## src/conv_seq_pkg.sv

```systemverilog
// package for the converter conversion sequencer
// assumes a single 100 mhz cpu clock domain
package conv_seq_pkg;

  // ----------------------------------------
  // register offsets
  // ----------------------------------------
  localparam logic [3:0] ctrl_status_off  = 4'h0;
  localparam logic [3:0] input_select_off = 4'h1;
  localparam logic [3:0] result_low_off   = 4'h2;
  localparam logic [3:0] result_high_off  = 4'h3;
  localparam logic [3:0] trigger_cfg_off  = 4'h4;
  localparam logic [3:0] active_sel_off   = 4'h5;

  // ----------------------------------------
  // control and status field positions
  // ----------------------------------------
  localparam int enable_bit     = 7;
  localparam int start_bit      = 6;
  localparam int auto_trig_bit  = 5;
  localparam int done_bit       = 4;
  localparam int div_lsb        = 0;
  localparam int div_w          = 3;

  // ----------------------------------------
  // input select field positions
  // ----------------------------------------
  localparam int chan_lsb = 0;
  localparam int chan_w   = 5;
  localparam int ref_lsb  = 6;
  localparam int ref_w    = 2;

  // ----------------------------------------
  // trigger config field positions
  // ----------------------------------------
  localparam int trig_src_lsb = 0;
  localparam int trig_src_w   = 3;
  localparam int diff_bit     = 7;

  // ----------------------------------------
  // reset values
  // ----------------------------------------
  localparam logic [7:0] ctrl_status_rst  = 8'h00;
  localparam logic [7:0] input_select_rst = 8'h00;
  localparam logic [7:0] trigger_cfg_rst  = 8'h00;

  // ----------------------------------------
  // timing counts, in converter clock cycles
  // ----------------------------------------
  localparam logic [4:0] normal_len   = 5'h0d;  // 13
  localparam logic [4:0] first_len    = 5'h19;  // 25
  localparam logic [4:0] diff_hi_len  = 5'h0e;  // 14
  localparam logic [4:0] normal_sh    = 5'h01;  // 1.5 -> edge after cycle 1
  localparam logic [4:0] first_sh     = 5'h0d;  // 13.5
  localparam logic [4:0] diff_hi_sh   = 5'h02;  // 2.5
  localparam logic [4:0] auto_sh      = 5'h02;  // 2
  localparam logic [2:0] trig_free    = 3'h0;   // trigger on done flag

  // ----------------------------------------
  // types
  // ----------------------------------------
  typedef enum logic [1:0] {
    st_idle = 2'b00,
    st_wait = 2'b01,
    st_conv = 2'b11,
    st_last = 2'b10
  } seq_state_t;

  typedef struct packed {
    logic [3:0] addr;
    logic [7:0] wdata;
    logic       wr;
    logic       rd;
  } bus_req_t;

  typedef struct packed {
    logic [ref_w-1:0]  ref_sel;
    logic [chan_w-1:0] chan_sel;
  } sel_t;

endpackage

```

## src/conv_seq.sv

```systemverilog
// conversion sequencer for a successive-approximation converter
// assumes a register port on clk, trigger inputs from outside the domain
// Summary of operation
// RULE1 - converter clock is cpu clock divided by selected prescaler ratio
// RULE2 - prescaler runs while enabled, held in reset while enable is low
// RULE3 - software start begins conversion at next converter clock edge
// RULE4 - normal conversion lasts 13 cycles, sample at 1.5
// RULE5 - first conversion after enable lasts 25 cycles, sample at 13.5
// RULE6 - completion stores result, sets done flag, clears start in single mode
// RULE7 - trigger event resets prescaler for fixed start delay
// RULE8 - auto trigger sample two cycles after trigger, 13.5 cycle conversion (code uses normal_len, 13 cycles from the trigger)
// RULE9 - differential auto-triggered conversions each take 25 cycles
// RULE10 - free running restarts immediately and keeps start flag high
// RULE11 - differential user start while half clock low takes 13 cycles
// RULE12 - differential start while half clock high or free running takes 14
// RULE13 - software disables and re-enables between differential triggered runs
// RULE14 - selection buffer tracks until start, then locks during conversion
// RULE15 - selection tracking resumes in last cycle before done
// RULE16 - software waits one converter cycle after start before reselecting
// RULE17 - auto trigger selection changes only at safe moments
// RULE18 - software waits 125us after differential or reference change
// RULE19 - upper four shared pins lose converter input while test port enabled
// RULE20 - free-running channel change applies from conversion after next
// RULE21 - software keeps converter clock between 50khz and 200khz
// RULE22 - trigger edges during a conversion are ignored
// RULE23 - start flag reads one throughout any conversion
// RULE24 - low byte read blocks result updates until high byte read
// RULE25 - sequencer counts converter cycles and marks first conversion
`timescale 1ns/100ps

module conv_seq #(
  parameter int trig_n = 8
) (
  input  wire logic                 clk,
  input  wire logic                 rst_n,
  input  wire logic [3:0]           addr,
  input  wire logic [7:0]           wdata,
  input  wire logic                 wr,
  input  wire logic                 rd,
  output logic      [7:0]           rdata,
  input  wire logic [trig_n-1:0]    trig_in,
  input  wire logic [9:0]           sar_result,
  input  wire logic                 test_port_en,
  output logic                      sample_hold,
  output logic                      conv_busy,
  output logic                      analog_en,
  output logic      [4:0]           chan_active,
  output logic      [1:0]           ref_active,
  output logic      [3:0]           upper_pin_analog_en
);

  // ----------------------------------------
  // registers and wires
  // ----------------------------------------
  conv_seq_pkg::bus_req_t   req;
  conv_seq_pkg::sel_t       sel_tmp;
  conv_seq_pkg::seq_state_t state_r;
  logic [7:0]  ctrl_r;
  logic [7:0]  isel_r;
  logic [7:0]  tcfg_r;
  logic [7:0]  res_lo_r;
  logic [1:0]  res_hi_r;
  logic        block_r;
  logic [6:0]  pre_r;
  logic        tick;
  logic        half_clk_r;
  logic [trig_n-1:0] trig_m_r;
  logic [trig_n-1:0] trig_s_r;
  logic        trig_lvl_r;
  logic        trig_edge;
  logic        first_r;
  logic [4:0]  cnt_r;
  logic [4:0]  len_r;
  logic [4:0]  sh_r;
  logic        sw_start;
  logic        done_evt;
  logic        free_run;
  logic        auto_on;
  logic        enable;
  logic        diff_mode;
  logic        test_m_r;
  logic        test_s_r;

  assign req       = '{addr: addr, wdata: wdata, wr: wr, rd: rd};
  assign enable    = ctrl_r[conv_seq_pkg::enable_bit];
  assign auto_on   = ctrl_r[conv_seq_pkg::auto_trig_bit];
  assign diff_mode = tcfg_r[conv_seq_pkg::diff_bit];
  assign free_run  = auto_on && (tcfg_r[conv_seq_pkg::trig_src_lsb +: conv_seq_pkg::trig_src_w]
                                 == conv_seq_pkg::trig_free);
  assign sw_start  = req.wr && (req.addr == conv_seq_pkg::ctrl_status_off)
                     && req.wdata[conv_seq_pkg::start_bit] && req.wdata[conv_seq_pkg::enable_bit];
  assign sel_tmp   = '{ref_sel: isel_r[conv_seq_pkg::ref_lsb +: conv_seq_pkg::ref_w],
                       chan_sel: isel_r[conv_seq_pkg::chan_lsb +: conv_seq_pkg::chan_w]};

  // ----------------------------------------
  // trigger synchroniser and edge
  // ----------------------------------------
  always_ff @(posedge clk or negedge rst_n) begin
    if (!rst_n) begin
      trig_m_r <= '0;
      trig_s_r <= '0;
      test_m_r <= 1'b0;
      test_s_r <= 1'b0;
    end else begin
      trig_m_r <= trig_in;
      trig_s_r <= trig_m_r;
      test_m_r <= test_port_en;
      test_s_r <= test_m_r;
    end
  end

  always_ff @(posedge clk or negedge rst_n) begin
    if (!rst_n) begin
      trig_lvl_r <= 1'b0;
    end else begin
      trig_lvl_r <= trig_s_r[tcfg_r[conv_seq_pkg::trig_src_lsb +: conv_seq_pkg::trig_src_w]];
    end
  end

  // RULE22 edge only when idle
  assign trig_edge = auto_on && !free_run && enable && (state_r == conv_seq_pkg::st_idle)
                     && trig_s_r[tcfg_r[conv_seq_pkg::trig_src_lsb +: conv_seq_pkg::trig_src_w]]
                     && !trig_lvl_r;

  // ----------------------------------------
  // prescaler
  // ----------------------------------------
  // RULE1 RULE2 RULE7 divide, hold, restart
  always_ff @(posedge clk or negedge rst_n) begin
    if (!rst_n) begin
      pre_r      <= '0;
      half_clk_r <= 1'b0;
    end else if (!enable || trig_edge) begin
      pre_r      <= '0;
      half_clk_r <= 1'b0;
    end else begin
      pre_r <= pre_r + 7'h01;
      if (tick) begin
        half_clk_r <= !half_clk_r;
      end
    end
  end

  always_comb begin
    logic [2:0] dv;
    dv   = ctrl_r[conv_seq_pkg::div_lsb +: conv_seq_pkg::div_w];
    tick = 1'b0;
    if (enable) begin
      case (dv)
        3'h0, 3'h1: tick = pre_r[0];
        3'h2:       tick = &pre_r[1:0];
        3'h3:       tick = &pre_r[2:0];
        3'h4:       tick = &pre_r[3:0];
        3'h5:       tick = &pre_r[4:0];
        3'h6:       tick = &pre_r[5:0];
        default:    tick = &pre_r[6:0];
      endcase
    end
  end

  // ----------------------------------------
  // conversion sequencer
  // ----------------------------------------
  // RULE25 count and mark first
  always_ff @(posedge clk or negedge rst_n) begin
    if (!rst_n) begin
      state_r <= conv_seq_pkg::st_idle;
      cnt_r   <= '0;
      len_r   <= conv_seq_pkg::normal_len;
      sh_r    <= conv_seq_pkg::normal_sh;
      first_r <= 1'b1;
    end else if (!enable) begin
      state_r <= conv_seq_pkg::st_idle;
      cnt_r   <= '0;
      first_r <= 1'b1;
    end else begin
      case (state_r)
        conv_seq_pkg::st_idle: begin
          // RULE3 wait for converter edge
          if (sw_start || trig_edge || ctrl_r[conv_seq_pkg::start_bit]) begin
            state_r <= conv_seq_pkg::st_wait;
            cnt_r   <= '0;
            // RULE7 trigger starts at restart
            if (trig_edge) begin
              state_r <= conv_seq_pkg::st_conv;
              first_r <= 1'b0;
            end
            // RULE5 RULE9 first is extended
            if (first_r) begin
              len_r <= conv_seq_pkg::first_len;
              sh_r  <= conv_seq_pkg::first_sh;
            // RULE8 auto trigger timing
            end else if (trig_edge) begin
              len_r <= conv_seq_pkg::normal_len;
              // counted from restart, not from a tick
              sh_r  <= conv_seq_pkg::auto_sh - 5'h01;
            // RULE11 RULE12 half clock sync
            end else if (diff_mode && half_clk_r) begin
              len_r <= conv_seq_pkg::diff_hi_len;
              sh_r  <= conv_seq_pkg::diff_hi_sh;
            // RULE4 normal length
            end else begin
              len_r <= conv_seq_pkg::normal_len;
              sh_r  <= conv_seq_pkg::normal_sh;
            end
          end
        end
        conv_seq_pkg::st_wait: begin
          if (tick) begin
            state_r <= conv_seq_pkg::st_conv;
            first_r <= 1'b0;
          end
        end
        conv_seq_pkg::st_conv: begin
          if (tick) begin
            cnt_r <= cnt_r + 5'h01;
            if (cnt_r + 5'h02 == len_r) begin
              state_r <= conv_seq_pkg::st_last;
            end
          end
        end
        conv_seq_pkg::st_last: begin
          if (tick) begin
            cnt_r <= '0;
            // RULE10 RULE12 free run restart
            if (free_run) begin
              state_r <= conv_seq_pkg::st_conv;
              len_r   <= diff_mode ? conv_seq_pkg::diff_hi_len : conv_seq_pkg::normal_len;
              sh_r    <= diff_mode ? conv_seq_pkg::diff_hi_sh : conv_seq_pkg::normal_sh;
            end else begin
              state_r <= conv_seq_pkg::st_idle;
            end
          end
        end
        default: state_r <= conv_seq_pkg::st_idle;
      endcase
    end
  end

  assign done_evt = (state_r == conv_seq_pkg::st_last) && tick;

  // ----------------------------------------
  // control status and config registers
  // ----------------------------------------
  always_ff @(posedge clk or negedge rst_n) begin
    if (!rst_n) begin
      ctrl_r <= conv_seq_pkg::ctrl_status_rst;
    end else begin
      if (req.wr && req.addr == conv_seq_pkg::ctrl_status_off) begin
        ctrl_r[7]   <= req.wdata[7];
        ctrl_r[5]   <= req.wdata[5];
        ctrl_r[2:0] <= req.wdata[2:0];
        ctrl_r[3]   <= req.wdata[3];
        if (req.wdata[conv_seq_pkg::start_bit]) begin
          ctrl_r[conv_seq_pkg::start_bit] <= 1'b1;
        end
        if (req.wdata[conv_seq_pkg::done_bit]) begin
          ctrl_r[conv_seq_pkg::done_bit] <= 1'b0;
        end
      end
      // RULE23 start high while busy
      if (trig_edge) begin
        ctrl_r[conv_seq_pkg::start_bit] <= 1'b1;
      end
      // RULE6 done set wins, start cleared unless free running
      if (done_evt) begin
        ctrl_r[conv_seq_pkg::done_bit] <= 1'b1;
        if (!free_run) begin
          ctrl_r[conv_seq_pkg::start_bit] <= 1'b0;
        end
      end
      if (!enable && !(req.wr && req.addr == conv_seq_pkg::ctrl_status_off)) begin
        ctrl_r[conv_seq_pkg::start_bit] <= 1'b0;
      end
    end
  end

  always_ff @(posedge clk or negedge rst_n) begin
    if (!rst_n) begin
      isel_r <= conv_seq_pkg::input_select_rst;
      tcfg_r <= conv_seq_pkg::trigger_cfg_rst;
    end else if (req.wr) begin
      if (req.addr == conv_seq_pkg::input_select_off) begin
        isel_r <= req.wdata;
      end
      if (req.addr == conv_seq_pkg::trigger_cfg_off) begin
        tcfg_r <= req.wdata;
      end
    end
  end

  // ----------------------------------------
  // selection buffer
  // ----------------------------------------
  // RULE14 RULE15 RULE20 lock while converting
  always_ff @(posedge clk or negedge rst_n) begin
    if (!rst_n) begin
      chan_active <= '0;
      ref_active  <= '0;
    end else if (state_r == conv_seq_pkg::st_idle || state_r == conv_seq_pkg::st_last) begin
      chan_active <= sel_tmp.chan_sel;
      ref_active  <= sel_tmp.ref_sel;
    end
  end

  // ----------------------------------------
  // result registers
  // ----------------------------------------
  // RULE24 block between byte reads
  always_ff @(posedge clk or negedge rst_n) begin
    if (!rst_n) begin
      res_lo_r <= '0;
      res_hi_r <= '0;
      block_r  <= 1'b0;
    end else begin
      if (done_evt && !block_r) begin
        res_lo_r <= sar_result[7:0];
        res_hi_r <= sar_result[9:8];
      end
      if (req.rd && req.addr == conv_seq_pkg::result_low_off) begin
        block_r <= 1'b1;
      end else if (req.rd && req.addr == conv_seq_pkg::result_high_off) begin
        block_r <= 1'b0;
      end
    end
  end

  // ----------------------------------------
  // read data and outputs
  // ----------------------------------------
  always_ff @(posedge clk or negedge rst_n) begin
    if (!rst_n) begin
      rdata <= '0;
    end else if (req.rd) begin
      case (req.addr)
        conv_seq_pkg::ctrl_status_off:  rdata <= ctrl_r;
        conv_seq_pkg::input_select_off: rdata <= isel_r;
        conv_seq_pkg::result_low_off:   rdata <= res_lo_r;
        conv_seq_pkg::result_high_off:  rdata <= {6'h00, res_hi_r};
        conv_seq_pkg::trigger_cfg_off:  rdata <= tcfg_r;
        conv_seq_pkg::active_sel_off:   rdata <= {ref_active, 1'b0, chan_active};
        default:                        rdata <= 8'h00;
      endcase
    end else begin
      rdata <= 8'h00;
    end
  end

  always_ff @(posedge clk or negedge rst_n) begin
    if (!rst_n) begin
      sample_hold         <= 1'b0;
      conv_busy           <= 1'b0;
      analog_en           <= 1'b0;
      upper_pin_analog_en <= 4'h0;
    end else begin
      sample_hold <= (state_r == conv_seq_pkg::st_conv) && tick && (cnt_r == sh_r);
      conv_busy   <= (state_r != conv_seq_pkg::st_idle);
      analog_en   <= enable;
      // RULE19 test port override
      upper_pin_analog_en <= test_s_r ? 4'h0 : 4'hf;
    end
  end

endmodule

```

## config.mk

```make
export PLATFORM = sky130hd
export DESIGN_NAME = conv_seq
export DESIGN_NICKNAME = d
export VERILOG_FILES = /design/src/conv_seq_pkg.sv /design/src/conv_seq.sv
export SDC_FILE = /design/constraint.sdc
export NUM_CORES = 1
export LEC_CHECK = 0
export BUFFER_PORTS_ARGS = -buffer_cell sky130_fd_sc_hd__buf_2
export CORE_ASPECT_RATIO = 0.9
export CORE_UTILIZATION = 51
export CTS_CLUSTER_SIZE = 12
export DETAILED_ROUTE_END_ITERATION = 12
export GPL_TIMING_DRIVEN = 1
export HOLD_SLACK_MARGIN = 0.08
export PLACE_DENSITY = 0.8
export SLEW_MARGIN = 20
export SYNTH_ARGS = -nofsm -noshare
export SYNTH_HDL_FRONTEND = slang
export SYNTH_SLANG_ARGS = --single-unit
```

## constraint.sdc

```tcl
create_clock -name clk -period 2.08 [get_ports clk]
set_input_delay 0.624 -clock clk [delete_from_list [all_inputs] [get_ports clk]]
set_output_delay 0.624 -clock clk [all_outputs]
set_load 0.005 [all_outputs]
```

==> run summary <==
sequential share of the synthesized area: 0.5630
CTS tree: done
kind of critical path: register to register
reg2reg setup slack: -0.05 ns
CP Max Fanout: 4
Post-synth ARST share: 1.000
max_cap viols: 0
Ys Warns: 0
# IOs: 57
clock slew at reported path FFs: 0.09 ns
Routed WL: 9.261 mm
CTS root buffer: clkbuf_8
Flop pwr share: 0.492
CP required: 2.32 ns
layout cells sized above 1: 0.4138
Iter 0 DRT Violations: 159
RR Endpoint: state_r[1]
Lkg Pwr: 0.002401 µW
RSZ-0062 raised after global routing: true
count leader, synth: dfrtp_1
Most used DFF post-synth: dfrtp_1
Layout Skew: 0.01168 ns
Clk pwr share: 0.239
area delta synth->final: 24.57%
final hold vios: 0
CP Capture Type: register
PnR worst setup slack: -0.05393 ns
Net Sw Frac: 0.3156
placed insts: 503
top post-synthesis cells by area: dfrtp_1 54%, mux2_2 11%, mux2i_1 2.9%
clock buffer depth: 2
antenna violations before repair: 0
Tot Pwr: 4720 µW
synthesized area: 0.004140 mm²
WL per Instance: 17.44 µm
n_diodes: 0
average size of a mapped cell: 12.43 µm²
top post-synthesis cells by count: 90 x dfrtp_1, 40 x mux2_2, 27 x nor2_1
first-pass GRT wire length: 14.83 mm
peak supply drop: 638.1 µV
Critical R2R Launch: pre_r[0]
DR vias: 3058
Filler cells: 549
Finished Core Util: 0.6702
synthesized net count: 373
hold buffers post-CTS: 0
# setup viols final: 7
Slew Viols, Final: 0
routability cong.: 0.8537
Final HPWL DP: 6.669 mm
Tot GR Track Use: 0.2250
clk sinks: 93
largest net degree at the start of global routing: 49
Die Wd: 96.98 µm
Clk Latency, worst-skew pair: 0.36 ns
Pwr Density: 915.1 mW/mm²
Site Rows: 30
IO buf count: 56
Worst Path Arrival: 2.37 ns
Remaining Overflow, GRT: 0
Synth top area share: 0.5440
EDFF count, synth: 0
area leader, netlist: dfrtp_1
vias in the first global route: 3011
Die H: 87.48 µm
Initial Utilization: 0.5380
actual slew at the worst max-slew pin: 0.4020 ns
Period minus WS final: 2.134 ns
Via density: 5.759
relative slew slack: 0.7320
switching pwr: 1490 µW
final antenna-violating net count: 0
# DRC: 0
Core Region: 0.007695 mm²
Final period util: 1.026
synthesis-stage register bit count: 93
die area: 0.008483 mm²
fmax: 468.6 MHz
Worst setup SP type: register
R2R depth: 10
Final #Nets: 470
min-delay worst type: input pin to async pin
logic gate share of total power: 0.270
non-filler instance count after layout: 531
Num CTS Buffers: 9
Int Pwr: 3230 µW
Mapped Cells: 333
H-Tree Depth: 3
TritonRoute pass-1 iters: 4
Setup TNS: -0.2258 ns
failing checks: setup timing
Synth cell types: 55
run status: complete, but fails checks
-- logic make-up after synthesis --
group,count (synthesis),share of synthesized area
and+or+nand+nor,98,0.1236
DFF,93,0.5630
muxes,57,0.1650
AOI/OAI and AO/OA,43,0.08402
buffers and inverters,27,0.02810
xor gates and xnor gates,10,0.02116
adders and majority gates,5,0.01511
-- state kept, by name, indices dropped and copies added (netlist names), 2 cells and up --
signal / flops
isel_r: 8
ctrl_r: 8
chan_active: 5
len_r: 3
rdata: 8
state_r: 2
cnt_r: 5
tcfg_r: 8
ref_active: 2
res_hi_r: 2
pre_r: 7
trig_m_r: 8
trig_s_r: 8
res_lo_r: 8
-- worst max path at each step --
stage / start / endpoint / cells past startpoint
after floorplan: pre_r[0] / res_hi_r[0] / 9
after detailed placement: pre_r[0] / res_lo_r[1] / 9
final: pre_r[0] / state_r[1] / 10
after CTS: pre_r[0] / res_lo_r[6] / 10
after global routing: pre_r[0] / state_r[1] / 10
after global placement: pre_r[0] / res_hi_r[0] / 9
-- final cells by class --
type,count,area (µm²),share of cell area
Tap cell,96,120.1,0.02329
Clock inverter,7,56.30,0.01092
Timing Repair Buffer,100,700.7,0.1359
Clock buffer,9,123.9,0.02402
Sequential cell,93,2331,0.4520
Inverter,13,48.80,0.009461
Multi-Input combinational cell,213,1777,0.3445
-- power by group through the flow --
stage               Combinational [µW]  Clock (µW)  Sequential, µW
floorplan                          696           0            2290
global placement                  1110           0            2310
detailed placement                1150           0            2340
CTS                               1200        1150            2310
global route                      1370        1220            2350
finish                            1270        1130            2320
-- worst max-delay path, cell delays in order (launching register included) --
cell	delay, ns
dfrtp_1	0.42
ha_4	0.19
nand3_4	0.07
inv_2	0.05
ha_4	0.14
o211ai_1	0.23
nand4_4	0.15
o21ai_4	0.21
buf_6	0.14
nor2_4	0.04
o311a_1	0.38
-- routing by layer --
metal  part of all wire  track usage
met1               0.44       0.3116
met3              0.057      0.03933
met5                  0            0
met2               0.49       0.3649
met4              0.011      0.07191
-- cell usage in the layout (no fill, tap or decap), types with 5 or more instances in the layout --
| master | netlist | routed |
|---|---|---|
| mux4_2 | 5 | 5 |
| nand2_1 | 24 | 24 |
| inv_1 | 13 | 12 |
| mux2_2 | 40 | 36 |
| and3_1 | 5 | 5 |
| clkbuf_8 | 0 | 9 |
| buf_4 | 3 | 37 |
| o211ai_1 | 5 | 5 |
| nor2_1 | 27 | 26 |
| a22oi_1 | 6 | 6 |
| dfrtp_1 | 90 | 90 |
| mux2i_1 | 12 | 12 |
| buf_12 | 0 | 5 |
| nand3_1 | 13 | 12 |
| xnor2_1 | 8 | 8 |
| o21ai_0 | 12 | 12 |
| buf_2 | 2 | 55 |
-- through the flow --
step / hold WS (ns) / instance area [µm²] / setup WS, ns
finish: 0.1812 / 5157 / -0.05393
global route: 0.2048 / 5157 / -0.1468
CTS: 0.1830 / 5029 / -0.04610
detailed placement: 0.3347 / 4776 / -0.1084
global placement: 0.3320 / 4776 / -0.001394
floorplan: 0.3284 / 4151 / 0.002900
-- repair_timing --
action,4_1_cts,5_1_grt
cloned,0,1
setup endpoints to repair,16,26
pin swaps,4,8
buffers inserted,5,6
gates resized for setup,6,11
No activity file was read; power rests on OpenSTA's default activity.
